**src/rtl/ulf_pkg.sv**
```systemverilog
// Shared constants and carrier types for the line, flow and multidrop control block
package ulf_pkg;

  // ----------------------------------------------------------------
  // Field widths
  // ----------------------------------------------------------------
  localparam int unsigned MODE_W = 3;
  localparam int unsigned CHAR_W = 8;
  localparam int unsigned DELAY_W = 4;
  localparam int unsigned FIFO_DEPTH = 4;

  // ----------------------------------------------------------------
  // Flow mode field encodings
  // ----------------------------------------------------------------
  localparam logic [MODE_W-1:0] FLOW_SW = 3'h2;
  localparam logic [MODE_W-1:0] FLOW_MD_FREE = 3'h3;
  localparam logic [MODE_W-1:0] FLOW_MD_GATED = 3'h4;

  // ----------------------------------------------------------------
  // Pin mode field encodings that hand the pin to direction control
  // ----------------------------------------------------------------
  localparam logic [MODE_W-1:0] PIN_XCVR_A = 3'h3;
  localparam logic [MODE_W-1:0] PIN_XCVR_B = 3'h4;

  // ----------------------------------------------------------------
  // Reset values and timing counts
  // ----------------------------------------------------------------
  localparam logic [DELAY_W-1:0] DELAY_NONE = 4'h0;
  localparam logic [DELAY_W-1:0] DELAY_LAST = 4'h1;
  localparam logic RX_EN_RST = 1'b1;
  localparam logic HALT_RST = 1'b0;

  // ----------------------------------------------------------------
  // Carriers and states
  // ----------------------------------------------------------------
  typedef struct packed {
    logic ninth;
    logic [CHAR_W-1:0] data;
  } ulf_rx_char_s;

  typedef struct packed {
    logic halted;
    logic rx_enabled;
    logic addr_matched;
  } ulf_status_s;

  typedef enum logic [1:0] {
    TX_IDLE,
    TX_LEAD,
    TX_SEND,
    TX_TAIL
  } ulf_tx_e;

endpackage

```
**src/rtl/ulf_fifo.sv**
```systemverilog
// Small shift-style FIFO with registered head, count and ready flags
`timescale 1ns/10ps
module ulf_fifo #(
  parameter int unsigned WIDTH = 8,
  parameter int unsigned DEPTH = 4
) (
  input wire logic sys_clk_i,
  input wire logic reset_i,
  input wire logic ce_i,
  input wire logic in_valid_i,
  input wire logic [WIDTH-1:0] in_data_i,
  output logic in_ready_o,
  output logic out_valid_o,
  output logic [WIDTH-1:0] out_data_o,
  input wire logic out_ready_i
);
  localparam int unsigned CW = $clog2(DEPTH + 1);

  typedef struct packed {
    logic [DEPTH-1:0][WIDTH-1:0] mem;
    logic [CW-1:0] cnt;
    logic vld;
    logic rdy;
  } ulf_fifo_s;

  ulf_fifo_s st_ff;
  ulf_fifo_s nxt_st;

  // ----------------------------------------------------------------
  // Next state
  // ----------------------------------------------------------------
  always_comb
  begin
    logic push;
    logic pop;
    logic [CW-1:0] after_pop;
    push = 1'b0;
    pop = 1'b0;
    after_pop = '0;
    nxt_st = st_ff;
    // Head always sits in slot 0 so read data comes from a flop
    push = in_valid_i & st_ff.rdy;
    pop = out_ready_i & st_ff.vld;
    after_pop = pop ? CW'(st_ff.cnt - CW'(1)) : st_ff.cnt;
    if (pop)
    begin
      for (int i = 0; i < DEPTH - 1; i++)
      begin
        nxt_st.mem[i] = st_ff.mem[i+1];
      end
    end
    if (push)
    begin
      nxt_st.mem[after_pop] = in_data_i;
    end
    nxt_st.cnt = push ? CW'(after_pop + CW'(1)) : after_pop;
    nxt_st.vld = nxt_st.cnt != '0;
    nxt_st.rdy = nxt_st.cnt != CW'(DEPTH);
  end

  // ----------------------------------------------------------------
  // State register
  // ----------------------------------------------------------------
  always_ff @(posedge sys_clk_i)
  begin
    if (reset_i)
    begin
      st_ff <= '0;
      st_ff.rdy <= 1'b1;
    end
    else if (ce_i)
    begin
      st_ff <= nxt_st;
    end
  end

  assign in_ready_o = st_ff.rdy;
  assign out_valid_o = st_ff.vld;
  assign out_data_o = st_ff.mem[0];

endmodule // ulf_fifo

```
**src/rtl/ulf_line_ctrl.sv**
```systemverilog
// Line control around a UART: software flow, transceiver direction, multidrop, half duplex
//
// What this block does
// - Software flow: received stop character halts sending after the current character
// - While halted, a received resume character lets sending continue
// - Software flow acts only when the flow mode field equals binary 010
// - Direction control drives the shared pin only in its pin modes
// - Transceiver enable goes active before any character is handed over
// - Enable drops after last stop bit, or 1 to 15 bit times later
// - pin_polarity_i picks the active level of transceiver enable
// - Flow modes 3 and 4 use resume/stop registers as unicast/multicast addresses
// - Ninth bit set marks an address; match is equality with either address
// - Matched address byte is dropped; following data bytes go to the FIFO
// - Unmatched address byte switches the receiver off
// - Flow mode 3 transmits whatever the address match state
// - Flow mode 4 transmits only after an address match
// - Half duplex set: received characters are ignored while sending
`timescale 1ns/10ps
module ulf_line_ctrl #(
  parameter int unsigned FIFO_DEPTH = ulf_pkg::FIFO_DEPTH
) (
  input wire logic sys_clk_i,
  input wire logic reset_i,
  input wire logic ce_i,
  input wire logic [ulf_pkg::MODE_W-1:0] flow_mode_i,
  input wire logic half_duplex_i,
  input wire logic [ulf_pkg::MODE_W-1:0] pin_mode_i,
  input wire logic pin_polarity_i,
  input wire logic [ulf_pkg::DELAY_W-1:0] turnaround_delay_register_i,
  input wire logic [ulf_pkg::CHAR_W-1:0] resume_char_i,
  input wire logic [ulf_pkg::CHAR_W-1:0] stop_char_i,
  input wire logic rx_char_valid_i,
  input wire ulf_pkg::ulf_rx_char_s rx_char_i,
  output logic rx_char_ready_o,
  output logic rx_fifo_valid_o,
  output logic [ulf_pkg::CHAR_W-1:0] rx_fifo_data_o,
  input wire logic rx_fifo_ready_i,
  input wire logic tx_data_valid_i,
  input wire logic tx_shift_busy_i,
  input wire logic tx_char_done_i,
  input wire logic bit_tick_i,
  output logic tx_load_o,
  output logic transceiver_enable_pin_o,
  output logic transceiver_enable_pin_oe_o,
  output ulf_pkg::ulf_status_s status_o
);

  // ----------------------------------------------------------------
  // State
  // ----------------------------------------------------------------
  typedef struct packed {
    ulf_pkg::ulf_tx_e tx_st;
    logic [ulf_pkg::DELAY_W-1:0] tail_cnt;
    ulf_pkg::ulf_status_s stat;
    logic load;
    logic pin;
    logic pin_oe;
  } ulf_ctrl_s;

  ulf_ctrl_s st_ff;
  ulf_ctrl_s nxt_st;

  logic fifo_in_ready;
  logic fifo_push;

  // ----------------------------------------------------------------
  // Decoders
  // ----------------------------------------------------------------
  function automatic logic is_multidrop(input logic [ulf_pkg::MODE_W-1:0] mode);
    is_multidrop = (mode == ulf_pkg::FLOW_MD_FREE) || (mode == ulf_pkg::FLOW_MD_GATED);
  endfunction

  function automatic logic is_xcvr_mode(input logic [ulf_pkg::MODE_W-1:0] mode);
    is_xcvr_mode = (mode == ulf_pkg::PIN_XCVR_A) || (mode == ulf_pkg::PIN_XCVR_B);
  endfunction

  function automatic logic addr_hit(
    input logic [ulf_pkg::CHAR_W-1:0] data,
    input logic [ulf_pkg::CHAR_W-1:0] unicast,
    input logic [ulf_pkg::CHAR_W-1:0] multicast
  );
    addr_hit = (data == unicast) || (data == multicast);
  endfunction

  // ----------------------------------------------------------------
  // Next state
  // ----------------------------------------------------------------
  always_comb
  begin
    logic rx_take;
    logic sw_flow;
    logic multidrop;
    logic xcvr;
    logic sending;
    logic permit;
    logic can_load;
    logic de;
    rx_take = 1'b0;
    sw_flow = 1'b0;
    multidrop = 1'b0;
    xcvr = 1'b0;
    sending = 1'b0;
    permit = 1'b0;
    can_load = 1'b0;
    de = 1'b0;
    nxt_st = st_ff;
    nxt_st.load = 1'b0;
    fifo_push = 1'b0;

    sw_flow = flow_mode_i == ulf_pkg::FLOW_SW;
    multidrop = is_multidrop(flow_mode_i);
    xcvr = is_xcvr_mode(pin_mode_i);
    sending = st_ff.tx_st == ulf_pkg::TX_SEND;
    // Characters are only taken while the FIFO has room, so none is lost to a full FIFO
    rx_take = rx_char_valid_i & fifo_in_ready;

    // Receive path
    if (rx_take)
    begin
      if (half_duplex_i && sending)
      begin
        fifo_push = 1'b0;
      end
      else if (multidrop)
      begin
        if (rx_char_i.ninth)
        begin
          // Address bytes never reach the FIFO, matched or not
          if (addr_hit(rx_char_i.data, resume_char_i, stop_char_i))
          begin
            nxt_st.stat.addr_matched = 1'b1;
            nxt_st.stat.rx_enabled = 1'b1;
          end
          else
          begin
            nxt_st.stat.rx_enabled = 1'b0;
          end
        end
        else
        begin
          fifo_push = st_ff.stat.rx_enabled;
        end
      end
      else
      begin
        fifo_push = 1'b1;
        if (sw_flow && rx_char_i.data == stop_char_i)
        begin
          nxt_st.stat.halted = 1'b1;
        end
        else if (sw_flow && rx_char_i.data == resume_char_i)
        begin
          nxt_st.stat.halted = 1'b0;
        end
      end
    end
    // A halt left over from software flow must not outlive the mode
    if (!sw_flow)
    begin
      nxt_st.stat.halted = ulf_pkg::HALT_RST;
    end

    // Transmit permission, checked only when a new character is handed over
    if (multidrop)
    begin
      permit = (flow_mode_i == ulf_pkg::FLOW_MD_GATED) ? st_ff.stat.addr_matched : 1'b1;
    end
    else
    begin
      permit = !(sw_flow && st_ff.stat.halted);
    end
    can_load = tx_data_valid_i & permit & ~st_ff.load;

    // Transmit sequencing and direction control
    case (st_ff.tx_st)
      ulf_pkg::TX_IDLE:
      begin
        if (can_load && !tx_shift_busy_i)
        begin
          if (xcvr)
          begin
            nxt_st.tx_st = ulf_pkg::TX_LEAD;
          end
          else
          begin
            nxt_st.load = 1'b1;
            nxt_st.tx_st = ulf_pkg::TX_SEND;
          end
        end
      end
      ulf_pkg::TX_LEAD:
      begin
        // Enable has been driven for one cycle before the load
        if (can_load)
        begin
          nxt_st.load = 1'b1;
          nxt_st.tx_st = ulf_pkg::TX_SEND;
        end
        else
        begin
          nxt_st.tx_st = ulf_pkg::TX_IDLE;
        end
      end
      ulf_pkg::TX_SEND:
      begin
        if (tx_char_done_i)
        begin
          if (can_load)
          begin
            nxt_st.load = 1'b1;
          end
          else if (xcvr && turnaround_delay_register_i != ulf_pkg::DELAY_NONE)
          begin
            nxt_st.tail_cnt = turnaround_delay_register_i;
            nxt_st.tx_st = ulf_pkg::TX_TAIL;
          end
          else
          begin
            nxt_st.tx_st = ulf_pkg::TX_IDLE;
          end
        end
      end
      ulf_pkg::TX_TAIL:
      begin
        if (can_load)
        begin
          nxt_st.load = 1'b1;
          nxt_st.tx_st = ulf_pkg::TX_SEND;
        end
        else if (bit_tick_i)
        begin
          if (st_ff.tail_cnt == ulf_pkg::DELAY_LAST)
          begin
            nxt_st.tx_st = ulf_pkg::TX_IDLE;
          end
          else
          begin
            nxt_st.tail_cnt = st_ff.tail_cnt - ulf_pkg::DELAY_LAST;
          end
        end
      end
      default:
      begin
        nxt_st.tx_st = ulf_pkg::TX_IDLE;
      end
    endcase

    // Pin follows the next state so enable and load stay aligned
    de = xcvr && (nxt_st.tx_st != ulf_pkg::TX_IDLE);
    nxt_st.pin = pin_polarity_i ? de : ~de;
    nxt_st.pin_oe = xcvr;
  end

  // ----------------------------------------------------------------
  // State register
  // ----------------------------------------------------------------
  always_ff @(posedge sys_clk_i)
  begin
    if (reset_i)
    begin
      st_ff <= '0;
      st_ff.tx_st <= ulf_pkg::TX_IDLE;
      st_ff.stat.halted <= ulf_pkg::HALT_RST;
      st_ff.stat.rx_enabled <= ulf_pkg::RX_EN_RST;
      st_ff.pin <= 1'b1;
    end
    else if (ce_i)
    begin
      st_ff <= nxt_st;
    end
  end

  // ----------------------------------------------------------------
  // Receive buffer
  // ----------------------------------------------------------------
  ulf_fifo #(
    .WIDTH(ulf_pkg::CHAR_W),
    .DEPTH(FIFO_DEPTH)
  ) u_rx_fifo (
    .sys_clk_i(sys_clk_i),
    .reset_i(reset_i),
    .ce_i(ce_i),
    .in_valid_i(fifo_push),
    .in_data_i(rx_char_i.data),
    .in_ready_o(fifo_in_ready),
    .out_valid_o(rx_fifo_valid_o),
    .out_data_o(rx_fifo_data_o),
    .out_ready_i(rx_fifo_ready_i)
  );

  // ----------------------------------------------------------------
  // Outputs
  // ----------------------------------------------------------------
  assign rx_char_ready_o = fifo_in_ready;
  assign tx_load_o = st_ff.load;
  assign transceiver_enable_pin_o = st_ff.pin;
  assign transceiver_enable_pin_oe_o = st_ff.pin_oe;
  assign status_o = st_ff.stat;

endmodule // ulf_line_ctrl

```
**config.mk**
```make
export PLATFORM = sky130hd
export DESIGN_NAME = ulf_line_ctrl
export DESIGN_NICKNAME = d
export VERILOG_FILES = /design/src/rtl/ulf_pkg.sv /design/src/rtl/ulf_fifo.sv /design/src/rtl/ulf_line_ctrl.sv
export SDC_FILE = /design/constraint.sdc
export NUM_CORES = 1
export LEC_CHECK = 0
export BUFFER_PORTS_ARGS = -buffer_cell sky130_fd_sc_hd__buf_4
export CORE_AREA = 2 2 92 94
export DETAILED_ROUTE_END_ITERATION = 10
export DIE_AREA = 0 0 94 96
export SYNTH_ARGS = -nofsm -noshare
export SYNTH_HDL_FRONTEND = slang
export SYNTH_HIERARCHICAL = 1
export SYNTH_SLANG_ARGS = --single-unit
export TNS_END_PERCENT = 30
```
**constraint.sdc**
```tcl
create_clock -name sys_clk_i -period 2.3 [get_ports sys_clk_i]
set_input_delay 0.46 -clock sys_clk_i [delete_from_list [all_inputs] [get_ports sys_clk_i]]
set_output_delay 0.46 -clock sys_clk_i [all_outputs]
set_load 0.02 [all_outputs]
```
==> PnR_summary.wiki <==
{| class="wikitable"
! Metric !! Value
|-
| Max-cap viol count || 0
|-
| Worst clock skew || between 0.007 and 0.008 ns
|-
| Type of the most critical hold path || in2reg
|-
| Worst reg2reg startpoint || u_rx_fifo/st_ff[2]
|-
| Core footprint || around 8100 sq um
|-
| Filler-free cell count of the finished design || 535
|-
| Critical path data required time || 2.51 ns
|-
| Synthesized Nets || 426
|-
| Die W || 94 microns
|-
| Critical path buffers and inverters || 3
|-
| Core utilization of the finished layout || 0.472
|-
| Synth Cell Area || 3140 sq um
|-
| Total via count after detailed routing || 2,902
|-
| Final hold violation count || 0
|-
| Distinct cells, synth || about 70
|-
| Crit path DAT || 2.32 ns
|-
| Cts-stage hold buffer count || 0
|-
| Via count of the first global-routing pass || roughly 2,800
|-
| Area of the die || 9020 sq um
|-
| Per-instance average area after synthesis || ~8.4 sq um
|-
| Setup slack of the most critical reg-to-reg path || 0.19 ns
|-
| Register-to-Register Path Depth || 11
|-
| Capture point of the worst reg-to-reg path || u_rx_fifo/st_ff[24]
|-
| Overflow left after global routing || 0
|-
| Max VDD drop || between 0.2 and 0.25 mV
|-
| CTS tree || built
|-
| Final setup fails || 0
|-
| Number of buffers added by the clock tree synthesis step || 5
|-
| Cells along the critical path || inv_2 > ha_1 > nand3_1 > nand2_1 > inv_2 > ha_4 > nand4b_1 > a21oi_2 > buf_12 > nor2_1 > a311oi_1
|-
| Result of the run || finished, final reports clean
|-
| # nets final || 480
|-
| Worst-skew pair later-pin latency || ~0.30 ns
|-
| Max Transition Viols Final || 0
|-
| Depth of the CTS H-tree || 2
|-
| Kind of start point of the critical path || flip-flop
|-
| Kind of cell adding the most delay to the critical path || compound AO/OA/AOI/OAI gates
|-
| Setup ws final || between 0.15 and 0.2 ns
|-
| WP depth || 11
|-
| Worst hold path startpoint || rx_char_i[2]
|-
| Share of the yosys chip area belonging to registers || 0.313
|-
| Effective utilization at floorplan || 0.390
|-
| Max Fanout on Critical Path || 14
|-
| First element of the critical path || u_rx_fifo/st_ff[2]
|-
| DRT antenna net count || 0
|-
| Cell count after placement || approximately 530
|-
| Worst setup path endpoint || u_rx_fifo/st_ff[24]
|-
| First-pass GRT wire length || roughly 13,000 microns
|-
| Area contributors post-synth || dfxtp_1 31%, a311oi_1 4.7%, xnor2_1 4.7%, nor2_1 4.4%, buf_4 4.3%
|-
| DIE HEIGHT || roughly 96 microns
|-
| Yosys top cell area share || 0.313
|-
| Number of cells on the worst hold path || 3
|-
| Kind of end point of the critical path || flip-flop
|-
| Number of synthesized flops with an enable pin || 0
|-
| Number of synthesized register bits || between 40 and 50
|-
| First-pass detailed-route iteration total || 4
|-
| Post-DP HPWL || ~6300 microns
|-
| Critical path class || reg2reg
|-
| Cell area after layout || between 3000 and 4000 sq um
|-
| Pwr/cell area || about 570 nW/um^2
|-
| I/O pin count || slightly above 60
|-
| Cells after Synth || between 300 and 400
|-
| Sum Neg Setup Slack || 0 ns
|-
| Standby leakage power || 1.42 nW
|-
| Number of warning messages in the yosys log || 6
|-
| Initial antenna violation count || 0
|-
| Synth-to-layout area growth || 21.1%
|-
| Max Root-Sink Buffers || 2
|-
| RSZ-0062 raised after global routing || no
|-
| Pre-CTS setup slack || 0.0162 ns
|-
| Crit share post-route || 0.916
|-
| Total number of placement rows || 33
|-
| Final hold slack || approximately 0.45 ns
|-
| Transition time at the pin with the least slew margin || 0.462 ns
|-
| # clock sinks || 49
|-
| Tightest slew margin relative to the limit || 0.689
|-
| List of most frequent post-synthesis cells || 49 x dfxtp_1, 37 x nor2_1, 32 x nand2_1
|-
| Clock-pin slew on the worst setup and hold paths || 0.09 ns
|-
| All-Layer GR Usage || 0.185
|-
| Number of violations reported at the end of detailed-routing iteration 0 || about 120
|-
| Post-place instance area || between 3000 and 4000 sq um
|-
| Peak per-stage delay on the critical path || 0.41 ns
|-
| Final critical delay including setup and external delays || approximately 2.1 ns
|-
| Via-per-instance ratio || ~5.4
|-
| Antenna diode count || 0
|-
| Most prevalent standard cell on the critical path || inv_2
|-
| FMAX || between 400 and 500 MHz
|-
| Top cell type by total area after synthesis || dfxtp_1
|-
| Clock tree root driver cell || clkbuf_8
|-
| Final Wtd Congestion || a little under 0.8
|-
| Overall Power || roughly 2.2 mW
|-
| Maximum number of pins on one net before global-route repair || 38
|-
| Share of cells above drive strength 1 || 0.284
|-
| Number of remaining DRC errors || 0
|-
| Fraction of registers with async set/reset || 0
|-
| IO buf count || 61
|-
| Crit path max-delay cell type || dfxtp_1
|-
| Total detailed-routing wirelength || between 8000 and 9000 microns
|-
| DR WL/cell || between 15 and 20 microns
|-
| Dominant synthesized flop cell || dfxtp_1
|-
| Most common cell in the synthesized netlist || dfxtp_1
|}
-- flip-flops by register name, summed over array words and instances (netlist names) --
register,count
u_rx_fifo/st_ff,27
u_rx_fifo/out_data_o,8
transceiver_enable_pin_oe_o,1
st_ff,6
u_rx_fifo/in_ready_o,1
status_o,3
tx_load_o,1
u_rx_fifo/out_valid_o,1
transceiver_enable_pin_o,1
-- worst min-delay path, stage by stage --
cell     delay (ns)
buf_4          0.14
nand2_1        0.06
a21oi_1        0.05
-- how the worst min path moves through the flow --
stage	to	slack, ns
2_1_floorplan	u_rx_fifo/st_ff[29]	0.43
6_report	u_rx_fifo/st_ff[31]	0.45
3_5_place_dp	u_rx_fifo/st_ff[32]	0.45
3_3_place_gp	u_rx_fifo/st_ff[30]	0.44
4_1_cts	u_rx_fifo/st_ff[31]	0.44
5_1_grt	u_rx_fifo/st_ff[35]	0.46
-- cell type report --
cell class / count / area [sq um]
timing repair buffer: 80 / 638
multi-input combinational: 277 / 1900
tap: 105 / 131
clock inverter: 2 / 13.8
clock buffer: 6 / 72.6
sequential: 49 / 982
inverter: 16 / 65.1
fill: 806 / 4250
-- layout by cell type, fill, tap and decap left out, types with 3 or more instances in the layout --
| cell | n |
|---|---|
| nor3_1 | 6 |
| o21ai_1 | 15 |
| o211ai_1 | 3 |
| inv_2 | 4 |
| nor3b_1 | 4 |
| a311oi_2 | 6 |
| o21ai_0 | 13 |
| nand2b_1 | 5 |
| clkbuf_8 | 5 |
| xnor2_1 | 17 |
| nand4_1 | 12 |
| nor2_1 | 37 |
| and3_1 | 6 |
| nand2_1 | 32 |
| dfxtp_1 | 48 |
| a21oi_1 | 23 |
| nand3_1 | 18 |
| a311oi_1 | 17 |
| a21o_1 | 3 |
| nand3b_1 | 3 |
| buf_12 | 3 |
| ha_1 | 4 |
| buf_4 | 77 |
| inv_1 | 10 |
-- where the power goes --
group          internal, mW  total, mW  leakage, nW  switching [mW]
Sequential            0.902      0.938        0.399          0.0369
Clock                 0.218      0.518       0.0456           0.301
Combinational         0.310      0.712        0.974           0.402
Total                  1.43       2.17         1.42           0.739
-- cells by family after synthesis --
family	Yosys count	synth area share
multiplexers	3	0.0151
AO/OA/AOI/OAI	111	0.281
buffers and inverters	49	0.0893
AND/OR/NAND/NOR	140	0.232
adder cells (fa/ha/maj)	5	0.0199
flip-flops	49	0.313
XOR/XNOR	18	0.0502
-- what timing repair did --
item,4_1_cts,5_1_grt
gates resized for setup,0,1
buffers inserted,0,0
endpoints found under the hold margin,0,0
endpoints found under the setup margin,0,1
-- routing by layer --
layer | wire, microns | part of all wire | track usage
met5 | 0 | 0 | 0
met4 | 46 | 0.0057 | 0.0411
met3 | 389 | 0.048 | 0.0282
met2 | 3710 | 0.46 | 0.308
met1 | 3920 | 0.49 | 0.253
Power figures use the tool's default switching activity.
